`src/shared/urbs_pkg.sv`:
```
package urbs_pkg;

    // Register indices on the plain register port.
    localparam logic [1:0] ADDR_DATA = 2'h0;
    localparam logic [1:0] ADDR_STATUS = 2'h1;
    localparam logic [1:0] ADDR_CTRLB = 2'h2;
    localparam logic [1:0] ADDR_CTRLC = 2'h3;

    // Status register field positions.
    localparam int unsigned ST_RXC = 7;
    localparam int unsigned ST_FE = 4;
    localparam int unsigned ST_DOR = 3;
    localparam int unsigned ST_UPE = 2;

    // Control register b field positions.
    localparam int unsigned CB_RXCIE = 7;
    localparam int unsigned CB_RXEN = 4;
    localparam int unsigned CB_CHSZ2 = 2;
    localparam int unsigned CB_RX9 = 1;
    localparam int unsigned CB_TX9 = 0;

    // Control register c field positions.
    localparam int unsigned CC_PM_HI = 5;
    localparam int unsigned CC_PM_LO = 4;
    localparam int unsigned CC_STOP = 3;
    localparam int unsigned CC_CHSZ_HI = 2;
    localparam int unsigned CC_CHSZ_LO = 1;

    // Reset values.
    localparam logic [7:0] CTRLB_RESET = 8'h00;
    localparam logic [7:0] CTRLC_RESET = 8'h06;

    // Character size code for nine data bits.
    localparam logic [2:0] CHSZ_NINE = 3'h7;

    // Oversampling: samples per bit, the three voting samples, decision point.
    localparam logic [4:0] SMP_LAST = 5'h10;
    localparam logic [4:0] SMP_VOTE_FIRST = 5'h08;
    localparam logic [4:0] SMP_VOTE_LAST = 5'h0a;
    localparam logic [4:0] SMP_DECIDE = 5'h0b;

    typedef struct packed {
        logic ninth;
        logic frameErr;
        logic overrun;
        logic parityErr;
        logic [7:0] data;
    } urbs_entry_t;

    typedef enum logic [2:0] {
        RX_IDLE = 3'b000,
        RX_START = 3'b001,
        RX_DATA = 3'b010,
        RX_PARITY = 3'b011,
        RX_STOP = 3'b100
    } urbs_rx_state_t;

endpackage : urbs_pkg

```
`src/shared/urbs_fifo_if.sv`:
```
`timescale 1ns/1ps
`default_nettype none
interface urbs_fifo_if #(
    parameter int PW = 1
);
    logic wrEn;
    logic [PW-1:0] wrAddr;
    logic [PW-1:0] rdAddr;
    urbs_pkg::urbs_entry_t wrData;
    urbs_pkg::urbs_entry_t rdData;

    modport mem (input wrEn, input wrAddr, input rdAddr, input wrData, output rdData);
    modport ctl (output wrEn, output wrAddr, output rdAddr, output wrData, input rdData);
endinterface : urbs_fifo_if
`default_nettype wire

```
`src/rtl/urbs_entry_mem.sv`:
```
`timescale 1ns/1ps
`default_nettype none
module urbs_entry_mem #(
    parameter int DEPTH = 2,
    parameter int PW = 1
) (
    input wire logic clock,
    input wire logic rst_n,
    input wire logic clkEn,
    urbs_fifo_if.mem port
);
    typedef struct packed {
        urbs_pkg::urbs_entry_t [DEPTH-1:0] slots;
        urbs_pkg::urbs_entry_t rd;
    } urbs_mem_state_t;

    urbs_mem_state_t s_q;
    urbs_mem_state_t s_d;

    always_comb begin
        s_d = s_q;
        if (port.wrEn) begin
            s_d.slots[port.wrAddr] = port.wrData;
        end
        // Write-through keeps the head entry current in the cycle after a push.
        if (port.wrEn && (port.wrAddr == port.rdAddr)) begin
            s_d.rd = port.wrData;
        end else begin
            s_d.rd = s_q.slots[port.rdAddr];
        end
    end

    always_ff @(posedge clock) begin
        if (!rst_n) begin
            s_q <= '0;
        end else if (clkEn) begin
            s_q <= s_d;
        end
    end

    assign port.rdData = s_q.rd;
endmodule : urbs_entry_mem
`default_nettype wire

```
`src/rtl/urbs_sample_vote.sv`:
```
`timescale 1ns/1ps
`default_nettype none
module urbs_sample_vote (
    input wire logic clock,
    input wire logic rst_n,
    input wire logic clkEn,
    input wire logic capture,
    input wire logic pin,
    output logic vote
);
    typedef struct packed {
        logic [2:0] smp;
    } urbs_vote_state_t;

    urbs_vote_state_t s_q;
    urbs_vote_state_t s_d;

    always_comb begin
        s_d = s_q;
        if (capture) begin
            s_d.smp = {s_q.smp[1:0], pin};
        end
    end

    always_ff @(posedge clock) begin
        if (!rst_n) begin
            s_q <= '0;
        end else if (clkEn) begin
            s_q <= s_d;
        end
    end

    // Two of three high samples give a one.
    assign vote = (s_q.smp[0] & s_q.smp[1]) | (s_q.smp[0] & s_q.smp[2])
                | (s_q.smp[1] & s_q.smp[2]);
endmodule : urbs_sample_vote
`default_nettype wire

```
`src/rtl/urbs_top.sv`:
```
// Functional notes
// - Ninth bit and errors stored per entry.
// - Receive-complete set while buffer non-empty.
// - Receiver disable flushes whole buffer.
// - Interrupt requested while enabled and complete.
// - Writes to error flags are ignored.
// - Error flags never raise interrupts.
// - Frame error mirrors first stop bit.
// - Only first stop bit is checked.
// - Overrun on full buffer, waiting frame, start.
// - Overrun clears on next buffer transfer.
// - Parity checked only when upper bit set.
// - Parity result stored with the entry.
// - Parity error zero when checking disabled.
// - Disable abandons frame in progress immediately.
// - Disabled receiver releases the receive pin.
// - Unused high data bits read zero.
// - Frame moves to buffer after stop.
// - Stop bit decided by majority vote.
//
// Implementation choices: the register addresses and the plain strobed port.
`timescale 1ns/1ps
`default_nettype none
module urbs_top #(
    parameter int FIFO_DEPTH = 2
) (
    input wire logic clock,
    input wire logic rst_n,
    input wire logic clkEn,
    input wire logic [1:0] addr,
    input wire logic [7:0] wrData,
    input wire logic wrStrobe,
    input wire logic rdStrobe,
    output logic [7:0] rdData,
    input wire logic serialReceivePin,
    input wire logic sampleTick,
    input wire logic globalIrqEnable,
    output logic rxCompleteIrq,
    output logic rxCompleteFlag,
    output logic rxPinOverride
);
    localparam int PW = (FIFO_DEPTH > 2) ? $clog2(FIFO_DEPTH) : 1;
    localparam logic [PW:0] FULL_COUNT = (PW+1)'(FIFO_DEPTH);

    generate
        if (FIFO_DEPTH < 2 || (FIFO_DEPTH & (FIFO_DEPTH - 1)) != 0) begin : g_bad_depth
            $error("FIFO_DEPTH must be a power of two, two or more");
        end
    endgenerate

    typedef struct packed {
        urbs_pkg::urbs_rx_state_t st;
        logic [4:0] smpCnt;
        logic [3:0] bitIdx;
        logic [8:0] shift;
        logic parBit;
        logic holdValid;
        urbs_pkg::urbs_entry_t hold;
        logic ovrPend;
        logic [PW-1:0] wrPtr;
        logic [PW-1:0] rdPtr;
        logic [PW:0] count;
        logic rxcIe;
        logic rxEn;
        logic chsz2;
        logic txNinth;
        logic [1:0] parMode;
        logic stop2;
        logic [1:0] chszLo;
        logic [7:0] rdData;
        logic irq;
        logic rxc;
        logic pinOvr;
    } urbs_state_t;

    localparam urbs_state_t RST_STATE = '{
        st: urbs_pkg::RX_IDLE,
        rxcIe: urbs_pkg::CTRLB_RESET[urbs_pkg::CB_RXCIE],
        rxEn: urbs_pkg::CTRLB_RESET[urbs_pkg::CB_RXEN],
        chsz2: urbs_pkg::CTRLB_RESET[urbs_pkg::CB_CHSZ2],
        txNinth: urbs_pkg::CTRLB_RESET[urbs_pkg::CB_TX9],
        parMode: urbs_pkg::CTRLC_RESET[urbs_pkg::CC_PM_HI:urbs_pkg::CC_PM_LO],
        stop2: urbs_pkg::CTRLC_RESET[urbs_pkg::CC_STOP],
        chszLo: urbs_pkg::CTRLC_RESET[urbs_pkg::CC_CHSZ_HI:urbs_pkg::CC_CHSZ_LO],
        default: '0
    };

    urbs_state_t s_q;
    urbs_state_t s_d;

    urbs_fifo_if #(.PW(PW)) fifo ();

    logic vote;
    logic voteCapture;
    logic [2:0] charSize;
    logic [3:0] lastBit;
    logic nineBits;
    logic nonEmpty;
    logic pop;
    logic room;
    logic pushHold;
    logic pushFrame;
    logic frameDone;
    urbs_pkg::urbs_entry_t head;
    urbs_pkg::urbs_entry_t frame;

    urbs_entry_mem #(
        .DEPTH(FIFO_DEPTH),
        .PW(PW)
    ) u_mem (
        .clock(clock),
        .rst_n(rst_n),
        .clkEn(clkEn),
        .port(fifo.mem)
    );

    urbs_sample_vote u_vote (
        .clock(clock),
        .rst_n(rst_n),
        .clkEn(clkEn),
        .capture(voteCapture),
        .pin(serialReceivePin),
        .vote(vote)
    );

    assign voteCapture = sampleTick && s_q.rxEn && (s_q.st != urbs_pkg::RX_IDLE)
                       && (s_q.smpCnt >= urbs_pkg::SMP_VOTE_FIRST)
                       && (s_q.smpCnt <= urbs_pkg::SMP_VOTE_LAST);

    assign head = fifo.rdData;
    assign charSize = {s_q.chsz2, s_q.chszLo};
    assign nineBits = (charSize == urbs_pkg::CHSZ_NINE);

    // Codes four to six are reserved and fall back to eight data bits.
    always_comb begin
        if (nineBits) begin
            lastBit = 4'h8;
        end else if (s_q.chsz2) begin
            lastBit = 4'h7;
        end else begin
            lastBit = {2'h1, s_q.chszLo};
        end
    end

    assign nonEmpty = (s_q.count != '0);
    assign pop = rdStrobe && (addr == urbs_pkg::ADDR_DATA) && nonEmpty;
    assign room = (s_q.count != FULL_COUNT) || pop;
    assign frameDone = sampleTick && s_q.rxEn && (s_q.st == urbs_pkg::RX_STOP)
                     && (s_q.smpCnt == urbs_pkg::SMP_DECIDE);
    assign pushHold = s_q.holdValid && room;
    assign pushFrame = frameDone && room && !pushHold;

    // Assemble the completed frame for the buffer.
    always_comb begin
        frame = '0;
        frame.data = s_q.shift[7:0];
        frame.ninth = nineBits && s_q.shift[8];
        frame.frameErr = !vote;
        frame.parityErr = s_q.parMode[1] && ((^s_q.shift) ^ s_q.parBit ^ s_q.parMode[0]);
    end

    always_comb begin
        s_d = s_q;
        fifo.wrEn = 1'b0;
        fifo.wrAddr = s_q.wrPtr;
        fifo.wrData = frame;

        // Register writes.
        if (wrStrobe) begin
            if (addr == urbs_pkg::ADDR_CTRLB) begin
                s_d.rxcIe = wrData[urbs_pkg::CB_RXCIE];
                s_d.rxEn = wrData[urbs_pkg::CB_RXEN];
                s_d.chsz2 = wrData[urbs_pkg::CB_CHSZ2];
                s_d.txNinth = wrData[urbs_pkg::CB_TX9];
            end else if (addr == urbs_pkg::ADDR_CTRLC) begin
                s_d.parMode = wrData[urbs_pkg::CC_PM_HI:urbs_pkg::CC_PM_LO];
                s_d.stop2 = wrData[urbs_pkg::CC_STOP];
                s_d.chszLo = wrData[urbs_pkg::CC_CHSZ_HI:urbs_pkg::CC_CHSZ_LO];
            end
        end

        // Register reads; the answer stands in the next cycle only.
        s_d.rdData = '0;
        if (rdStrobe) begin
            if (addr == urbs_pkg::ADDR_DATA) begin
                s_d.rdData = nonEmpty ? head.data : 8'h00;
            end else if (addr == urbs_pkg::ADDR_STATUS) begin
                s_d.rdData[urbs_pkg::ST_RXC] = nonEmpty;
                s_d.rdData[urbs_pkg::ST_FE] = nonEmpty && head.frameErr;
                s_d.rdData[urbs_pkg::ST_DOR] = nonEmpty && head.overrun;
                s_d.rdData[urbs_pkg::ST_UPE] = nonEmpty && head.parityErr;
            end else if (addr == urbs_pkg::ADDR_CTRLB) begin
                s_d.rdData[urbs_pkg::CB_RXCIE] = s_q.rxcIe;
                s_d.rdData[urbs_pkg::CB_RXEN] = s_q.rxEn;
                s_d.rdData[urbs_pkg::CB_CHSZ2] = s_q.chsz2;
                s_d.rdData[urbs_pkg::CB_RX9] = nonEmpty && head.ninth;
                s_d.rdData[urbs_pkg::CB_TX9] = s_q.txNinth;
            end else begin
                s_d.rdData[urbs_pkg::CC_PM_HI] = s_q.parMode[1];
                s_d.rdData[urbs_pkg::CC_PM_LO] = s_q.parMode[0];
                s_d.rdData[urbs_pkg::CC_STOP] = s_q.stop2;
                s_d.rdData[urbs_pkg::CC_CHSZ_HI] = s_q.chszLo[1];
                s_d.rdData[urbs_pkg::CC_CHSZ_LO] = s_q.chszLo[0];
            end
        end

        if (pop) begin
            s_d.rdPtr = s_q.rdPtr + 1'b1;
        end

        // A frame waiting in the hold register drains first.
        if (pushHold) begin
            fifo.wrEn = 1'b1;
            fifo.wrData = s_q.hold;
            fifo.wrData.overrun = s_q.ovrPend;
            s_d.ovrPend = 1'b0;
            s_d.holdValid = 1'b0;
        end

        // Receive sequencer, one step per oversampling tick.
        if (sampleTick && s_q.rxEn) begin
            if (s_q.smpCnt == urbs_pkg::SMP_LAST) begin
                s_d.smpCnt = 5'h01;
            end else begin
                s_d.smpCnt = s_q.smpCnt + 5'h01;
            end
            case (s_q.st)
                urbs_pkg::RX_IDLE: begin
                    s_d.smpCnt = 5'h01;
                    if (!serialReceivePin) begin
                        s_d.st = urbs_pkg::RX_START;
                        s_d.shift = '0;
                        s_d.parBit = 1'b0;
                        s_d.bitIdx = '0;
                        if (s_q.holdValid && !room) begin
                            s_d.ovrPend = 1'b1;
                            s_d.holdValid = 1'b0;
                        end
                    end
                end
                urbs_pkg::RX_START: begin
                    if (s_q.smpCnt == urbs_pkg::SMP_DECIDE && vote) begin
                        // A high vote marks a noise spike, so look again.
                        s_d.st = urbs_pkg::RX_IDLE;
                    end else if (s_q.smpCnt == urbs_pkg::SMP_LAST) begin
                        s_d.st = urbs_pkg::RX_DATA;
                    end
                end
                urbs_pkg::RX_DATA: begin
                    if (s_q.smpCnt == urbs_pkg::SMP_DECIDE) begin
                        s_d.shift[s_q.bitIdx] = vote;
                    end
                    if (s_q.smpCnt == urbs_pkg::SMP_LAST) begin
                        if (s_q.bitIdx == lastBit) begin
                            s_d.st = s_q.parMode[1] ? urbs_pkg::RX_PARITY : urbs_pkg::RX_STOP;
                        end else begin
                            s_d.bitIdx = s_q.bitIdx + 4'h1;
                        end
                    end
                end
                urbs_pkg::RX_PARITY: begin
                    if (s_q.smpCnt == urbs_pkg::SMP_DECIDE) begin
                        s_d.parBit = vote;
                    end
                    if (s_q.smpCnt == urbs_pkg::SMP_LAST) begin
                        s_d.st = urbs_pkg::RX_STOP;
                    end
                end
                urbs_pkg::RX_STOP: begin
                    if (s_q.smpCnt == urbs_pkg::SMP_DECIDE) begin
                        s_d.st = urbs_pkg::RX_IDLE;
                        if (pushFrame) begin
                            fifo.wrEn = 1'b1;
                            fifo.wrData = frame;
                            fifo.wrData.overrun = s_q.ovrPend;
                            s_d.ovrPend = 1'b0;
                        end else if (!pushHold) begin
                            s_d.holdValid = 1'b1;
                            s_d.hold = frame;
                        end
                    end
                end
                default: begin
                    s_d.st = urbs_pkg::RX_IDLE;
                end
            endcase
        end

        if (fifo.wrEn) begin
            s_d.wrPtr = s_q.wrPtr + 1'b1;
        end
        s_d.count = s_q.count + (PW+1)'(fifo.wrEn) - (PW+1)'(pop);

        if (!s_d.rxEn) begin
            s_d.st = urbs_pkg::RX_IDLE;
            s_d.smpCnt = '0;
            s_d.bitIdx = '0;
            s_d.count = '0;
            s_d.wrPtr = '0;
            s_d.rdPtr = '0;
            s_d.holdValid = 1'b0;
            s_d.ovrPend = 1'b0;
        end

        s_d.rxc = (s_d.count != '0);
        s_d.irq = s_d.rxcIe && s_d.rxc && globalIrqEnable;
        s_d.pinOvr = s_d.rxEn;

        // Reading the next pointer keeps the registered head current.
        fifo.rdAddr = s_d.rdPtr;
    end

    always_ff @(posedge clock) begin
        if (!rst_n) begin
            s_q <= RST_STATE;
        end else if (clkEn) begin
            s_q <= s_d;
        end
    end

    assign rdData = s_q.rdData;
    assign rxCompleteIrq = s_q.irq;
    assign rxCompleteFlag = s_q.rxc;
    assign rxPinOverride = s_q.pinOvr;
endmodule : urbs_top
`default_nettype wire

```
`config.mk`:
```
export PLATFORM = sky130hd
export DESIGN_NAME = urbs_top
export DESIGN_NICKNAME = d
export VERILOG_FILES = /design/src/shared/urbs_pkg.sv /design/src/shared/urbs_fifo_if.sv /design/src/rtl/urbs_entry_mem.sv /design/src/rtl/urbs_sample_vote.sv /design/src/rtl/urbs_top.sv
export SDC_FILE = /design/constraint.sdc
export NUM_CORES = 1
export LEC_CHECK = 0
export ABC_CLOCK_PERIOD_IN_PS = 2500
export BUFFER_PORTS_ARGS = -buffer_cell sky130_fd_sc_hd__buf_2
export CORE_AREA = 2 2 134 136
export DETAILED_ROUTE_END_ITERATION = 6
export DIE_AREA = 0 0 136 138
export PLACE_DENSITY = 0.44
export SYNTH_ARGS = -nofsm -noshare
export SYNTH_HDL_FRONTEND = slang
export SYNTH_HIERARCHICAL = 1
export SYNTH_SLANG_ARGS = --single-unit
```
`constraint.sdc`:
```
create_clock -name clock -period 2.5 [get_ports clock]
set_input_delay 0.375 -clock clock [delete_from_list [all_inputs] [get_ports clock]]
set_output_delay 0.375 -clock clock [all_outputs]
set_load 0.1 [all_outputs]
```
==> impl_metrics.py <==
metrics = {
    "critical_path": {
        "crit-reg2reg-launch": "s_q[52]$_SDFFE_PN0P_",
        "crit_buf_inv": 1,
        "crit_start": "s_q[52]$_SDFFE_PN0P_",
        "crit_path_max_fanout": 3,
        "cp.required_ns": 2.78,
        "arrival_ns": 2.63,
        "crit_family": "simple AND/OR/NAND/NOR gates",
        "critPathKind": "reg -> reg",
        "cp_common_cell": "nor2_1",
        "critPathCaptureType": "flip-flop",
        "critPathSlowestCell": "dfxtp_2",
        "cpPeakStageDelay_ns": 0.35,
        "path_cells": "ha_4 > and4bb_4 > and4_4 > o21ai_4 > ha_1 > inv_1 > ha_2 > xnor2_2 > xnor2_1 > nor2_1 > nor2_1 > nand4b_1 > a21oi_1",
        "start_kind": "flip-flop",
    },
    "sta": {
        "hold_viol": 0,
        "max_slew_margin_pct": 61.1,
        "setup_viol": 0,
        "worst_pin_slew_ns": 0.579,
        "fin_crit_ns": 2.35,
        "layout_worst_path_cycle_share_pct": 94.0,
        "slew_violations": 0,
        "fin_hold_ws_ns": 0.241,
        "tns_ns": 0,
        "skew_ns": 0.00687,
        "fmax_ghz": 0.426,
    },
    "synth": {
        "synth_edf_count": 0,
        "syn_area_um2": 5480,
        "ys_warn_count": 6,
        "synth_area_per_cell_um2": 8.73,
        "synth_ff_type": "dfxtp_1",
        "yosysSeqAreaShare_pct": 35.5,
        "syn_nets": 653,
        "ys_ff_latch": 97,
        "yosysUniqueCellTypes": 68,
        "syn_inst": 627,
        "synth_top_cell_area_share_pct": 35.5,
        "async_flop_share_pct": 0,
        "yosysTopAreaCell": "dfxtp_1",
        "ys_top_cells_by_area": "dfxtp_1 35%, mux2i_1 6.9%, nand2_1 5.1%",
    },
    "drt": {
        "wl_met1_um": 6660,
        "ant_nets": 0,
        "first_pass_iters": 4,
        "dr_wl_met2_um": 6810,
        "drt_first_iter_violations": 320,
        "post_drt_wl_per_cell_um": 16.1,
        "via_count": 4385,
        "viasPerCell": 5.03,
        "top_layer": "met4",
        "met3RoutedLength_um": 345,
        "drt_drc_violations_left": 0,
        "wirelength_um": 14000,
    },
    "cts": {
        "clockRootBuffer": "clkbuf_16",
        "htree_levels": 3,
        "cts_tree": "done",
        "cts_buffer_depth": 2,
        "clk_pin_slew_ns": 0.07,
        "cts_num_sinks": 97,
        "cts_buffers": 9,
        "clk_latency_ns": 0.35,
    },
    "finish": {
        "diodes": 0,
        "final_cell_mix": "93 x dfxtp_1, 75 x nand2_1, 55 x a21oi_1, 48 x nor2_1, 38 x mux2i_1",
        "instances_no_fill": 872,
        "drive_gt1_share_pct": 19.3,
        "fin_util_pct": 35.1,
        "final_nets": 664,
        "final_common_cell": "dfxtp_1",
        "area_delta_synth_final_pct": 12.3,
    },
    "floorplan": {
        "dieWidth_um": 136,
        "die-area_um2": 18800,
        "core_um2": 17500,
        "io_pins": 29,
        "rows": 49,
        "die_h_um": 138,
        "start_util_pct": 31.2,
    },
    "min_path": {
        "min_from": "wrData[1]",
        "hold_class": "in -> reg",
    },
    "grt": {
        "grt_max_degree": 66,
        "grt_pass1_vias": 4233,
        "grt_usage_pct": 15.5,
        "grt.overflow.total": 0,
        "grt_antenna_before_repair": 0,
        "grt_pass1_wl_um": 22800,
    },
    "placed_design": {
        "routabilityCongestion": 0.774,
        "dp.cells": 855,
        "dpl.hpwl_um": 9930,
        "port_buffers": 27,
    },
    "pwr": {
        "ir_drop_mv": 0.300,
        "p_total_w": 0.00319,
        "p_leak_nw": 2.30,
        "pwr_density_cell_nw_per_um2": 518,
    },
    "job": {
        "maxCapViolations": 0,
    },
    "outcome": {
        "status": "completed",
    },
}
==> worst paths after layout <==
kind / to / slack (ns) / cells past startpoint
hold reg to reg: s_q[32]$_SDFFE_PN0P_ / 0.45 / 2
setup / recovery: rxCompleteIrq$_SDFFE_PN0P_ / 0.15 / 13
setup reg to reg: rxCompleteIrq$_SDFFE_PN0P_ / 0.15 / 13
hold / removal: charSize[0]$_SDFFE_PN1P_ / 0.24 / 3
==> power breakdown <==
group          leakage [nW]  switching, W  internal [W]  total (W)
Clock                 0.145      0.000640      0.000791    0.00143
Combinational          1.37      0.000130     0.0000669   0.000197
Sequential            0.784    0.00000781       0.00155    0.00156
==> per-layer routing <==
| metal | track usage (%) | up-vias |
|---|---|---|
| met2 | 25.5 | 45 |
| met5 | 0 | - |
| met4 | 4.44 | 0 |
| met3 | 2.93 | 10 |
| li1 | - | 2222 |
| met1 | 20.6 | 2108 |
==> worst reg2reg max path: stages, from the launching register on <==
cell and delay (ns):
dfxtp_2 0.35, ha_4 0.14, and4bb_4 0.24, and4_4 0.24, o21ai_4 0.06, ha_1 0.28
inv_1 0.04, ha_2 0.17, xnor2_2 0.19, xnor2_1 0.14, nor2_1 0.06, nor2_1 0.13
nand4b_1 0.12, a21oi_1 0.14
==> area by class of cell <==
type,instances,area (µm²)
clock inverters,6,75.1
clock buffers,10,229
fillers,1853,11400
multi-input cells,462,3200
repair buffers,56,365
well taps,229,287
flip-flops and latches,97,1950
inverters,12,45.0
==> what timing repair did <==
action	4_1_cts	5_1_grt
endpoints found under the setup margin	0	3
hold buffers	0	0
endpoints found under the hold margin	0	0
resized for setup	0	9
setup buffers	0	1
==> flip-flops by register name, summed over array words and instances, names as in the netlist, 3 cells and up <==
register and flops:
charSize 3, frame 8, rdData 8, s_q 35, u_mem/port.rdData 12, u_mem/s_q 24, u_vote/s_q 3
==> through the flow <==
step	setup slack, ns	cell area, µm²
2_1_floorplan	0.0274	5480
4_1_cts	0.0449	6110
3_3_place_gp	0.0613	5800
6_report	0.151	6150
3_5_place_dp	0.0701	5800
5_1_grt	-0.00556	6150
==> cells in the mapped netlist, types with 4 or more instances <==
library cell / count
nor3_1: 8
and3_1: 19
nor2_1: 48
buf_4: 22
a21oi_1: 55
nor2b_1: 17
o2bb2ai_1: 4
mux2i_1: 38
buf_2: 7
a22oi_1: 6
dfxtp_1: 97
mux2_2: 13
nand3_1: 29
inv_1: 12
xnor2_1: 13
and2_1: 6
o21ai_0: 22
o311ai_4: 10
nand3b_1: 17
clkbuf_1: 22
ha_1: 8
nand2_1: 75
a21boi_0: 12
==> cells by family after synthesis <==
| group | share of synthesized area (%) |
|---|---|
| compound gates | 19.5 |
| xor+xnor | 2.67 |
| fa+ha+maj | 2.03 |
| buf+inv | 6.72 |
| flops | 35.5 |
| mux | 9.62 |
| simple gates | 24.0 |
No activity file was read; power rests on OpenSTA's default activity.
